==> src/rtl/stp_cfg.svh <==
/*
  Constants of the serial test port: instruction codes, widths, reset values.
  Assumes inclusion by bare name from the design files of the test port.
*/
`ifndef STP_CFG_SVH
`define STP_CFG_SVH
`define STP_IR_W 3
`define STP_ID_W 32
`define STP_IR_CAPT 3'h1
`define STP_INS_EXTEST 3'h0
`define STP_INS_IDCODE 3'h1
`define STP_INS_SAMPLE_Z 3'h2
`define STP_INS_SAMPLE 3'h4
`define STP_INS_BYPASS 3'h7
`define STP_PIN_IDLE 1'h1
`endif

==> src/rtl/stp_pkg.sv <==
/*
  Types of the serial test port: the controller state encoding.
  Assumes nothing of its surroundings.
*/
package stp_pkg;
  typedef enum logic [15:0] {
    ST_RESET = 16'h0001, ST_IDLE = 16'h0002, ST_SEL_DR = 16'h0004, ST_CAP_DR = 16'h0008,
    ST_SHF_DR = 16'h0010, ST_EX1_DR = 16'h0020, ST_PAU_DR = 16'h0040, ST_EX2_DR = 16'h0080,
    ST_UPD_DR = 16'h0100, ST_SEL_IR = 16'h0200, ST_CAP_IR = 16'h0400, ST_SHF_IR = 16'h0800,
    ST_EX1_IR = 16'h1000, ST_PAU_IR = 16'h2000, ST_EX2_IR = 16'h4000, ST_UPD_IR = 16'h8000
  } stp_state_t;
endpackage : stp_pkg

==> src/rtl/stp_ctl_if.sv <==
/*
  Link between the test-port top and its state machine.
  Assumes both ends run on the same system clock.
*/
`timescale 1ns/1ps
`default_nettype none
interface stp_ctl_if;
  logic rise;
  logic tms;
  stp_pkg::stp_state_t state;
  modport fsm (input rise, input tms, output state);
  modport top (output rise, output tms, input state);
endinterface : stp_ctl_if
`default_nettype wire

==> src/rtl/stp_tap_fsm.sv <==
/*
  Sixteen-state test controller, stepped once per sampled rising test-clock edge.
  Assumes rise is a one-cycle pulse and tms already synchronised.
*/
`timescale 1ns/1ps
`default_nettype none
module stp_tap_fsm (
  // System
  input wire logic clk,
  input wire logic srst,
  // Controller link
  stp_ctl_if.fsm ctl
);
  stp_pkg::stp_state_t state_r;
  stp_pkg::stp_state_t state_nxt;

  assign ctl.state = state_r;

  always_comb begin
    state_nxt = state_r;
    unique case (state_r)
      stp_pkg::ST_RESET: state_nxt = ctl.tms ? stp_pkg::ST_RESET : stp_pkg::ST_IDLE;
      stp_pkg::ST_IDLE: state_nxt = ctl.tms ? stp_pkg::ST_SEL_DR : stp_pkg::ST_IDLE;
      stp_pkg::ST_SEL_DR: state_nxt = ctl.tms ? stp_pkg::ST_SEL_IR : stp_pkg::ST_CAP_DR;
      stp_pkg::ST_CAP_DR: state_nxt = ctl.tms ? stp_pkg::ST_EX1_DR : stp_pkg::ST_SHF_DR;
      stp_pkg::ST_SHF_DR: state_nxt = ctl.tms ? stp_pkg::ST_EX1_DR : stp_pkg::ST_SHF_DR;
      stp_pkg::ST_EX1_DR: state_nxt = ctl.tms ? stp_pkg::ST_UPD_DR : stp_pkg::ST_PAU_DR;
      stp_pkg::ST_PAU_DR: state_nxt = ctl.tms ? stp_pkg::ST_EX2_DR : stp_pkg::ST_PAU_DR;
      stp_pkg::ST_EX2_DR: state_nxt = ctl.tms ? stp_pkg::ST_UPD_DR : stp_pkg::ST_SHF_DR;
      stp_pkg::ST_UPD_DR: state_nxt = ctl.tms ? stp_pkg::ST_SEL_DR : stp_pkg::ST_IDLE;
      stp_pkg::ST_SEL_IR: state_nxt = ctl.tms ? stp_pkg::ST_RESET : stp_pkg::ST_CAP_IR;
      stp_pkg::ST_CAP_IR: state_nxt = ctl.tms ? stp_pkg::ST_EX1_IR : stp_pkg::ST_SHF_IR;
      stp_pkg::ST_SHF_IR: state_nxt = ctl.tms ? stp_pkg::ST_EX1_IR : stp_pkg::ST_SHF_IR;
      stp_pkg::ST_EX1_IR: state_nxt = ctl.tms ? stp_pkg::ST_UPD_IR : stp_pkg::ST_PAU_IR;
      stp_pkg::ST_PAU_IR: state_nxt = ctl.tms ? stp_pkg::ST_EX2_IR : stp_pkg::ST_PAU_IR;
      stp_pkg::ST_EX2_IR: state_nxt = ctl.tms ? stp_pkg::ST_UPD_IR : stp_pkg::ST_SHF_IR;
      stp_pkg::ST_UPD_IR: state_nxt = ctl.tms ? stp_pkg::ST_SEL_DR : stp_pkg::ST_IDLE;
      default: state_nxt = stp_pkg::ST_RESET;
    endcase
  end

  // Steps only on a sampled rising edge of the test clock
  always_ff @(posedge clk) begin
    if (srst) begin
      state_r <= stp_pkg::ST_RESET;
    end else if (ctl.rise) begin
      state_r <= state_nxt;
    end
  end
endmodule : stp_tap_fsm
`default_nettype wire

==> src/rtl/stp_tap_port.sv <==
/*
  Serial boundary-scan test port: pin sampling, instruction, bypass and
  identification registers, serial output. Boundary register lives outside.
  Assumes tck, tms, tdi are asynchronous pins with pad pull-ups on tms and
  tdi, and clk at least four times faster than tck.
*/
`timescale 1ns/1ps
`default_nettype none
`include "stp_cfg.svh"
module stp_tap_port #(
  parameter logic [`STP_ID_W-1:0] ID_CODE = 32'h0000_0001 // Arbitrary value, bit 0 set
) (
  // System
  input wire logic clk,
  input wire logic srst,
  // Test pins
  input wire logic tck,
  input wire logic tms,
  input wire logic tdi,
  output logic tdo,
  output logic tdo_oe,
  // Boundary register hook
  output logic bsr_sel,
  output logic bsr_capture,
  output logic bsr_shift,
  output logic bsr_update,
  output logic bsr_si,
  input wire logic bsr_so,
  // Current instruction
  output logic [`STP_IR_W-1:0] ins
);
  initial begin
    if (ID_CODE[0] != 1'b1) $error("ID_CODE bit 0 must be one");
  end

  ////////////////////////////////////////////////////////////////////////////
  // Pin synchronisers and edge detect
  logic [1:0] tck_s_r;
  logic tck_d_r;
  logic [1:0] tms_s_r;
  logic [1:0] tdi_s_r;
  logic rise;
  logic fall;

  always_ff @(posedge clk) begin
    if (srst) begin
      tck_s_r <= 2'h0;
      tck_d_r <= 1'h0;
      tms_s_r <= {2{`STP_PIN_IDLE}};
      tdi_s_r <= {2{`STP_PIN_IDLE}};
    end else begin
      tck_s_r <= {tck_s_r[0], tck};
      tck_d_r <= tck_s_r[1];
      tms_s_r <= {tms_s_r[0], tms};
      tdi_s_r <= {tdi_s_r[0], tdi};
    end
  end

  // A stopped tck leaves both pulses low, so nothing past the pin synchronisers moves
  assign rise = tck_s_r[1] & ~tck_d_r;
  assign fall = ~tck_s_r[1] & tck_d_r;

  ////////////////////////////////////////////////////////////////////////////
  // Controller
  stp_ctl_if ctl ();
  stp_pkg::stp_state_t st;

  assign ctl.rise = rise;
  assign ctl.tms = tms_s_r[1];
  assign st = ctl.state;

  stp_tap_fsm u_fsm (
    .clk(clk),
    .srst(srst),
    .ctl(ctl)
  );

  ////////////////////////////////////////////////////////////////////////////
  // Instruction register
  logic [`STP_IR_W-1:0] ir_sh_r;
  logic [`STP_IR_W-1:0] ir_r;

  always_ff @(posedge clk) begin
    if (srst) begin
      ir_sh_r <= `STP_INS_IDCODE;
    end else if (rise) begin
      if (st == stp_pkg::ST_CAP_IR) begin
        ir_sh_r <= `STP_IR_CAPT;
      end else if (st == stp_pkg::ST_SHF_IR) begin
        ir_sh_r <= {tdi_s_r[1], ir_sh_r[`STP_IR_W-1:1]};
      end
    end
  end

  // Only test-port state is touched
  always_ff @(posedge clk) begin
    if (srst) begin
      ir_r <= `STP_INS_IDCODE;
    end else if (st == stp_pkg::ST_RESET) begin
      // Loaded as soon as reset is entered, not at the next test-clock rise
      ir_r <= `STP_INS_IDCODE;
    end else if (rise && st == stp_pkg::ST_UPD_IR) begin
      ir_r <= ir_sh_r;
    end
  end

  assign ins = ir_r;

  ////////////////////////////////////////////////////////////////////////////
  // Data registers
  logic sel_id;
  logic sel_bsr;
  logic byp_r;
  logic [`STP_ID_W-1:0] id_r;

  assign sel_id = ir_r == `STP_INS_IDCODE;
  assign sel_bsr = ir_r == `STP_INS_EXTEST || ir_r == `STP_INS_SAMPLE ||
                   ir_r == `STP_INS_SAMPLE_Z;

  // Reserved codes fall back to bypass
  always_ff @(posedge clk) begin
    if (srst) begin
      byp_r <= 1'h0;
    end else if (rise && !sel_id && !sel_bsr) begin
      if (st == stp_pkg::ST_CAP_DR) begin
        byp_r <= 1'h0;
      end else if (st == stp_pkg::ST_SHF_DR) begin
        byp_r <= tdi_s_r[1];
      end
    end
  end

  always_ff @(posedge clk) begin
    if (srst) begin
      id_r <= ID_CODE;
    end else if (rise && sel_id) begin
      if (st == stp_pkg::ST_CAP_DR) begin
        id_r <= ID_CODE;
      end else if (st == stp_pkg::ST_SHF_DR) begin
        id_r <= {tdi_s_r[1], id_r[`STP_ID_W-1:1]};
      end
    end
  end

  assign bsr_sel = sel_bsr;
  assign bsr_si = tdi_s_r[1];
  assign bsr_capture = rise && sel_bsr && st == stp_pkg::ST_CAP_DR;
  assign bsr_shift = rise && sel_bsr && st == stp_pkg::ST_SHF_DR;
  assign bsr_update = rise && sel_bsr && st == stp_pkg::ST_UPD_DR;

  ////////////////////////////////////////////////////////////////////////////
  // Serial output, moved on the falling edge
  logic tdo_bit;

  always_comb begin
    if (st == stp_pkg::ST_SHF_IR) begin
      tdo_bit = ir_sh_r[0];
    end else if (sel_id) begin
      tdo_bit = id_r[0];
    end else if (sel_bsr) begin
      tdo_bit = bsr_so;
    end else begin
      tdo_bit = byp_r;
    end
  end

  always_ff @(posedge clk) begin
    if (srst) begin
      tdo <= 1'h0;
      tdo_oe <= 1'h0;
    end else if (fall) begin
      tdo <= tdo_bit;
      tdo_oe <= st == stp_pkg::ST_SHF_IR || st == stp_pkg::ST_SHF_DR;
    end
  end
endmodule : stp_tap_port
`default_nettype wire

==> config.mk <==
export PLATFORM = sky130hd
export DESIGN_NAME = stp_tap_port
export DESIGN_NICKNAME = d
export VERILOG_FILES = /design/src/rtl/stp_pkg.sv /design/src/rtl/stp_ctl_if.sv /design/src/rtl/stp_tap_fsm.sv /design/src/rtl/stp_tap_port.sv
export VERILOG_INCLUDE_DIRS = /design/src /design/src/rtl
export SDC_FILE = /design/constraint.sdc
export NUM_CORES = 1
export LEC_CHECK = 0
export ABC_CLOCK_PERIOD_IN_PS = 2800
export BUFFER_PORTS_ARGS = -buffer_cell sky130_fd_sc_hd__clkbuf_2
export CAP_MARGIN = 20
export CORE_MARGIN = 1
export CORE_UTILIZATION = 28
export DETAILED_ROUTE_END_ITERATION = 6
export SKIP_CTS_REPAIR_TIMING = 1
export SLEW_MARGIN = 10
export SYNTH_ARGS = -nofsm -noshare
export SYNTH_HDL_FRONTEND = slang
export SYNTH_HIERARCHICAL = 1
export SYNTH_SLANG_ARGS = --single-unit
==> constraint.sdc <==
create_clock -name clk -period 2.8 [get_ports clk]
set_input_delay 0.56 -clock clk [delete_from_list [all_inputs] [get_ports clk]]
set_output_delay 0.56 -clock clk [all_outputs]
set_load 0.03 [all_outputs]
==> results of run 1 <==
[flip-flops by register name, summed over array words and instances (netlist names), 2 cells and up]
register and count:
tck_s_r 2, tdi_s_r 2, tms_s_r 2, ir_sh_r 3
id_r 32, u_fsm/ctl.state 16, ins 3
[layout by cell type, fill, tap and decap left out, types with 8 or more instances in the layout]
cell       count
dfxtp_1       64
nand2_1       47
clkbuf_16      9
a21oi_1       36
nand3_1       29
nand3_2       10
clkbuf_2      15
nor4_1         8
nor3_1        14
buf_4         11
nor2_1        29
a21oi_2        9
[layout make-up]
cell class / count / area, µm² / area share
Timing Repair Buffer: 27 / 178 / 0.0472
Multi-Input combinational cell: 286 / 1770 / 0.469
Inverter: 4 / 15.0 / 0.00399
Tap cell: 140 / 175 / 0.0465
Clock inverter: 7 / 125 / 0.0332
Clock buffer: 9 / 225 / 0.0598
Sequential cell: 64 / 1280 / 0.340
[metrics by stage]
stage,cells,utilization,setup WS (ps),cell area (µm²)
5_1_grt,537,0.342,15.7,3770
3_3_place_gp,521,0.309,445,3400
2_1_floorplan,386,-,81.1,3230
4_1_cts,537,0.340,41.2,3750
3_5_place_dp,521,0.309,386,3400
6_report,537,0.342,105,3770
[power by group through the flow]
stage | Combinational [mW] | Sequential, mW | Clock (mW)
detailed placement | 0.0627 | 0.944 | 0
global placement | 0.0623 | 0.944 | 0
floorplan | 0.0407 | 0.945 | 0
finish | 0.0634 | 0.924 | 1.30
global route | 0.0690 | 0.925 | 1.37
CTS | 0.0629 | 0.924 | 1.33
[logic make-up after synthesis]
| kind of cell | count (synthesis) |
|---|---|
| AO/OA/AOI/OAI | 71 |
| buffers and inverters | 36 |
| AND/OR/NAND/NOR | 203 |
| flip-flops | 64 |
| XOR/XNOR | 10 |
| multiplexers | 2 |
[final timing paths]
path                                                       from                    end  slack (ps)  cells past startpoint
worst max-delay path            u_fsm/ctl.state[1]$_SDFFE_PP0P_            bsr_capture         100                      5
worst min-delay path                      tms_s_r[0]$_SDFF_PP1_  tms_s_r[1]$_SDFF_PP1_         410                      1
worst max register to register  u_fsm/ctl.state[3]$_SDFFE_PP0P_   id_r[3]$_SDFFE_PP0P_         600                      5
worst min register to register            tms_s_r[0]$_SDFF_PP1_  tms_s_r[1]$_SDFF_PP1_         410                      1
[metal layers]
layer	global-route usage	routed length, µm	vias to the layer above
met5	0	0	-
met4	0.0648	80	0
met3	0.0273	413	8
met2	0.204	3410	94
met1	0.175	3460	1309
li1	-	-	1383
==> metrics.csv, run 1 <==
metric,value,unit
run status,completed,
Combinational Power Share,0.028,
Num CTS Buffers,9,
minimum clock period,2700,ps
worst slew pin tran,1010,ps
VDD IR-drop max,0.304,mV
Final ANT Viol Nets,0,
# setup viols final,0,
CTS Sinks,64,
DIE HEIGHT,109,µm
gr usage total,0.132,
"delay-heaviest family, CP",simple AND/OR/NAND/NOR gates,
Synth Area in Simple Gates,0.372,
final period utilization,0.963,
ant diodes,0,
maxcap violations,0,
initial antenna violation count,0,
most frequent cells after synthesis,"64 x dfxtp_1, 47 x nand2_1, 36 x a21oi_1, 30 x nand3_1, 30 x nor2_1",
Compound-Gate Fraction of Synth Area,0.137,
number of synthesized flops with an enable pin,0,
Flop pwr share,0.404,
vias in the first global route,2531,
Via density,5.20,
PnR Total Power,2.29,mW
final hold viol count,0,
critical-path maximum fanout,8,
drt pass-1 iters,5,
CTS tree,done,
largest net degree at the start of global routing,45,
initial DRC count,217,
largest family of logic cells by synthesized area,simple AND/OR/NAND/NOR gates,
Leak,1.27,nW
proportion of layout cells with a drive suffix above 1,0.212,
Layout Nets,398,
wire per inst,13.7,µm
Synth Cell Area,3230,µm²
ratio of total power to cell area,607,nW/µm²
Worst slew margin,0.324,
synthesis-to-layout area growth,16.5,%
# IOs,16,
unrepaired setup endpoints after global routing,no,
Switching Share,0.205,
sum of negative setup slack,0,ps
Pint,1.82,mW
worst path buffer plus inverter count,1,
Mapped Cells,386,
Die Width,109,µm
FMAX,371,MHz
Core Area,11000,µm²
Std-Cell Rows,38,
first-pass GRT wire length,12.3,mm
clk_skew,5.95,ps
worst-skew pair later-pin latency,320,ps
Worst Path Required,2240,ps
CP Launch Type,register,
syn_nets,392,
"FFs w/ async S/R, synth",0,
Clk network pwr share,0.568,
DP HPWL,4.90,mm
grt ovf,0,
Die Area,12000,µm²
Synth Warn #,6,
"Slowest-stage cell, CP",or4_1,
Post-Synth Adder-Cell Area,0,
final RePlAce weighted congestion,0.795,
CTS clock-pin slew for the worst setup and hold paths,50,ps
synth top area cells,"dfxtp_1 40%, a21oi_1 5.6%, nand2_1 5.5%",
Switch Pwr,0.469,mW
Yosys top cell area share,0.396,
critical path arrival,2140,ps
Slowest Stage Delay on Critical Path,530,ps
crit path cell chain,nor3_4 -> nand3_2 -> or4_1 -> nor2_1 -> clkbuf_2,
fillcell total,1136,
Min Hold Slack,407,ps
Max Root-Sink Buffers,2,
worst min path class,reg2reg,
PortBufs,15,
"Seq/Total Area, Yosys",0.396,
Final Max Slew Viols,0,
initial core utilization,0.293,
Synth area leader,dfxtp_1,
Unique masters post-synth,55,
Seq cells post-synth,64,
crit end category,primary output,
CTS Root Cell,clkbuf_16,
WS Path Type,reg2out,
WL final,7.36,mm
drc violations,0,
syn avg cell area,8.38,µm²
"Top FF cell, synth",dfxtp_1,
multiplexer share of the synthesized area,0.00619,
top-count cell post-synth,dfxtp_1,
xor/xnor share of the synthesized area,0.0271,
Via Count,2794,
htree depth,3,
Note: power is estimated with default switching activity, not from simulation.
==> run 2, diff against run 1 <==
--- a/config.mk
+++ b/config.mk
@@ -9,9 +9,12 @@
 export ABC_CLOCK_PERIOD_IN_PS = 2800
 export BUFFER_PORTS_ARGS = -buffer_cell sky130_fd_sc_hd__clkbuf_2
 export CAP_MARGIN = 20
+export CELL_PAD_IN_SITES_DETAIL_PLACEMENT = 1
+export CELL_PAD_IN_SITES_GLOBAL_PLACEMENT = 1
 export CORE_MARGIN = 1
 export CORE_UTILIZATION = 28
 export DETAILED_ROUTE_END_ITERATION = 6
+export PLACE_DENSITY_LB_ADDON = 0.1
 export SKIP_CTS_REPAIR_TIMING = 1
 export SLEW_MARGIN = 10
 export SYNTH_ARGS = -nofsm -noshare
==> run 2 against run 1 <==
Effect of this change: sequential share of layout area is 0.056 points lower; flip-flop and latch count is the same; non-clock buffer count grew 7; hold slack worse by 1.6 ps; combinational power rose by 5.5%; first-iteration DRC count down 27%; global-route usage grew 2.6 points; die area stayed put; critical endpoint unchanged; highest routed layer unchanged.
==> metrics.csv, run 2 (same netlist as run 1, synthesis figures left out) <==
metric,value,unit
run status,completed,
Via density,5.13,
CTS Sinks,64,
Via Count,2792,
"Slowest-stage cell, CP",or4_1,
worst slew pin tran,763,ps
maxcap violations,0,
DP HPWL,5.85,mm
Cell Count Post-Placement,528,
critical path arrival,2040,ps
htree depth,3,
PortBufs,15,
largest net degree at the start of global routing,34,
# IOs,16,
synthesis-to-layout area growth,16.7,%
"most common cell after layout, fill and taps aside",dfxtp_1,
Die Area,12000,µm²
CTS tree,done,
CP Launch Type,register,
Final Max Slew Viols,0,
worst min path class,reg2reg,
WL final,8.66,mm
unrepaired setup endpoints after global routing,no,
FMAX,385,MHz
Switch Pwr,0.475,mW
Top reg by flops,id_r,
wire per inst,15.9,µm
Std-Cell Rows,38,
Flop pwr share,0.420,
Slowest Stage Delay on Critical Path,550,ps
"commonest non-fill, non-tap cells in the layout","64 x dfxtp_1, 47 x nand2_1, 36 x a21oi_1",
grt ovf,0,
first-pass GRT wire length,14.3,mm
initial core utilization,0.293,
ant diodes,0,
Die Width,109,µm
drt pass-1 iters,4,
crit end category,primary output,
Worst slew margin,0.486,
Leak,1.28,nW
drc violations,0,
final hold viol count,0,
Num CTS Buffers,9,
crit path cell chain,nor2_2 -> nand3_1 -> or4_1 -> nor2_1 -> clkbuf_2,
Core Area,11000,µm²
initial DRC count,159,
Pint,1.72,mW
CTS clock-pin slew for the worst setup and hold paths,60,ps
Layout Nets,405,
Worst Path Required,2240,ps
Final ANT Viol Nets,0,
worst-skew pair later-pin latency,330,ps
Max Root-Sink Buffers,2,
WS Path Type,reg2out,
Combinational Power Share,0.030,
DIE HEIGHT,109,µm
CTS Root Cell,clkbuf_16,
"delay-heaviest family, CP",simple AND/OR/NAND/NOR gates,
VDD IR-drop max,0.290,mV
worst path buffer plus inverter count,1,
sum of negative setup slack,0,ps
final period utilization,0.929,
# setup viols final,0,
Clk network pwr share,0.550,
proportion of layout cells with a drive suffix above 1,0.220,
max reg flops,32,
final RePlAce weighted congestion,0.793,
gr usage total,0.158,
clk_skew,7.27,ps
ratio of total power to cell area,583,nW/µm²
critical-path maximum fanout,8,
initial antenna violation count,0,
minimum clock period,2600,ps
non-filler instance count after layout,544,
Switching Share,0.216,
vias in the first global route,2754,
[run 2: routing by layer]
| layer | global-route usage | wire length (µm) |
|---|---|---|
| met5 | 0 | 0 |
| met4 | 0.0619 | 128 |
| met3 | 0.0344 | 199 |
| met2 | 0.252 | 3900 |
| met1 | 0.208 | 4440 |
[run 2: power groups by stage]
stage | Combinational [mW] | Sequential, mW | Clock (mW)
final | 0.0669 | 0.923 | 1.21
after floorplan | 0.0407 | 0.945 | 0
after global routing | 0.0731 | 0.923 | 1.30
after detailed placement | 0.0679 | 0.942 | 0
after global placement | 0.0675 | 0.942 | 0
after CTS | 0.0681 | 0.922 | 1.26
[run 2: metrics by stage]
stage                     hold WS (ps)  setup WS (ps)  area [µm²]  utilization  power [mW]
after global routing               399           71.3        3770        0.342        2.30
after floorplan                    389           81.1        3230            -       0.985
after detailed placement           396            378        3440        0.312        1.01
after CTS                          402           18.9        3770        0.341        2.25
final                              406            200        3770        0.342        2.20
after global placement             392            447        3440        0.312        1.01
[run 2: path summary, 6_finish.rpt]
check                           depth (start not counted)  slack, ps                              end                             from
worst max-delay path                                    5        200                      bsr_capture  u_fsm/ctl.state[2]$_SDFFE_PP0P_
worst min-delay path                                    1        410            tms_s_r[1]$_SDFF_PP1_            tms_s_r[0]$_SDFF_PP1_
worst max register to register                          7        670  u_fsm/ctl.state[0]$_SDFFE_PP1P_  u_fsm/ctl.state[9]$_SDFFE_PP0P_
worst min register to register                          1        410            tms_s_r[1]$_SDFF_PP1_            tms_s_r[0]$_SDFF_PP1_
[run 2: worst reg2reg max path, cell delays in order (launching register included)]
cell,delay (ps)
dfxtp_1,330
buf_4,190
nor4_4,370
nand2_1,140
nor4_1,660
a31oi_1,90
nand4b_1,140
o211ai_1,100
[run 2: cell type report]
cell class                      instances  area, µm²
Timing Repair Buffer                   34        218
Multi-Input combinational cell        286       1760
Inverter                                4       15.0
Fill cell                            1314       7260
Clock inverter                          6       92.6
Tap cell                              140        175
Clock buffer                           10        229
Sequential cell                        64       1280
==> run 3, diff against run 2 <==
--- a/config.mk
+++ b/config.mk
@@ -14,6 +14,8 @@
 export CORE_MARGIN = 1
 export CORE_UTILIZATION = 28
 export DETAILED_ROUTE_END_ITERATION = 6
+export GPL_TIMING_DRIVEN = 0
+export MAX_ROUTING_LAYER = met4
 export PLACE_DENSITY_LB_ADDON = 0.1
 export SKIP_CTS_REPAIR_TIMING = 1
 export SLEW_MARGIN = 10
==> run 3 against run 2 <==
Effect of this change: final area increased by 3.0%; combinational power decreased by 1%; clock power about the same; flip-flop and latch count unchanged; hold slack got worse by 6.3 ps; sequential power about the same; utilization increased by 1.0 points; largest cell class unchanged.
==> metrics.csv, run 3 (same netlist as run 1, synthesis figures left out) <==
metric,value,unit
unrepaired setup endpoints after global routing,no,
multi-input logic area,1780,µm²
fillcell total,1312,
FMAX,376,MHz
Worst slew margin,0.498,
wire per inst,16.4,µm
gr usage total,0.177,
CP Launch Type,register,
synthesis-to-layout area growth,20.2,%
non-filler instance count after layout,561,
final period utilization,0.951,
vias in the first global route,2879,
Cell Count Post-Placement,540,
initial core utilization,0.293,
routing usage on met3,0.0403,
final RePlAce weighted congestion,0.814,
worst-skew pair later-pin latency,330,ps
largest net degree at the start of global routing,13,
DP HPWL,6.54,mm
worst min path class,reg2reg,
Worst Path Required,2240,ps
register area,1290,µm²
ant diodes,0,
drc violations,0,
Leak,1.31,nW
CTS Sinks,64,
WS Path Type,reg2out,
PnR Total Power,2.20,mW
Final ANT Viol Nets,0,
clk_skew,7.24,ps
VDD IR-drop max,0.416,mV
run status,completed,
"Most Used Layer, Global Route",met2,
initial DRC count,161,
ratio of total power to cell area,566,nW/µm²
# setup viols final,0,
final hold viol count,0,
worst slew pin tran,746,ps
Via density,5.09,
Num CTS Buffers,9,
Final Max Slew Viols,0,
maxcap violations,0,
CTS Root Cell,clkbuf_16,
"most common cell after layout, fill and taps aside",dfxtp_1,
grt ovf,0,
# IOs,16,
Via Count,2855,
Die Area,12000,µm²
proportion of layout cells with a drive suffix above 1,0.221,
"commonest non-fill, non-tap cells in the layout","60 x dfxtp_1, 47 x nand2_1, 36 x a21oi_1",
CTS clock-pin slew for the worst setup and hold paths,60,ps
htree depth,3,
crit end category,primary output,
critical path arrival,2100,ps
CTS tree,done,
DIE HEIGHT,109,µm
minimum clock period,2660,ps
met1 Use GR,0.236,
met2 usage,0.257,
PortBufs,14,
max reg flops,32,
first-pass GRT wire length,15.4,mm
initial antenna violation count,0,
Std-Cell Rows,38,
drt pass-1 iters,5,
sum of negative setup slack,0,ps
Max Root-Sink Buffers,2,
Core Area,11000,µm²
Top reg by flops,id_r,
Layout Nets,423,
critical-path maximum fanout,10,
WL final,9.22,mm
Die Width,109,µm
## run 3: cell type report
type | count | area share
Clock buffer | 10 | 0.0615
Clock inverter | 5 | 0.0209
Multi-Input combinational cell | 286 | 0.458
Timing Repair Buffer | 20 | 0.0312
Inverter | 4 | 0.00386
Tap cell | 140 | 0.0451
Buffer | 32 | 0.0473
Sequential cell | 64 | 0.332
## run 3: per-stage QoR
step | setup slack [ps] | instance area [µm²] | hold slack, ps | util
after floorplan | 81.1 | 3230 | 389 | -
after global placement | 81.5 | 3480 | 393 | 0.315
after detailed placement | 67.7 | 3480 | 399 | 0.315
after CTS | -309 | 3800 | 393 | 0.344
after global routing | 28.4 | 3890 | 405 | 0.352
final | 137 | 3890 | 399 | 0.352
## run 3: final timing paths
path	startpoint	end	slack (ps)	cells past startpoint
worst max-delay path	u_fsm/ctl.state[9]$_SDFFE_PP0P_	bsr_capture	140	7
worst min-delay path	tdi_s_r[0]$_SDFF_PP1_	tdi_s_r[1]$_SDFF_PP1_	400	1
worst max register to register	tck_s_r[1]$_SDFF_PP0_	u_fsm/ctl.state[11]$_SDFFE_PP0P_	350	7
worst min register to register	tdi_s_r[0]$_SDFF_PP1_	tdi_s_r[1]$_SDFF_PP1_	400	1
## run 3: critical path: stages (launching register included)
cell,delay [ps]
dfxtp_1,330
nor3_4,280
nand3_2,120
or4_1,470
buf_4,180
buf_6,160
nor2_4,80
buf_6,130
## run 3: per-layer routing
layer,up-vias,share of wire
met5,-,0
met2,42,0.45
met4,0,0.021
li1,1434,-
met3,17,0.027
met1,1362,0.51
## run 3: power by group
group	switching (mW)	leakage (nW)	internal (mW)
clock	0.413	0.155	0.798
sequential	0.00730	0.519	0.917
combinational	0.0449	0.633	0.0212
total	0.465	1.31	1.74
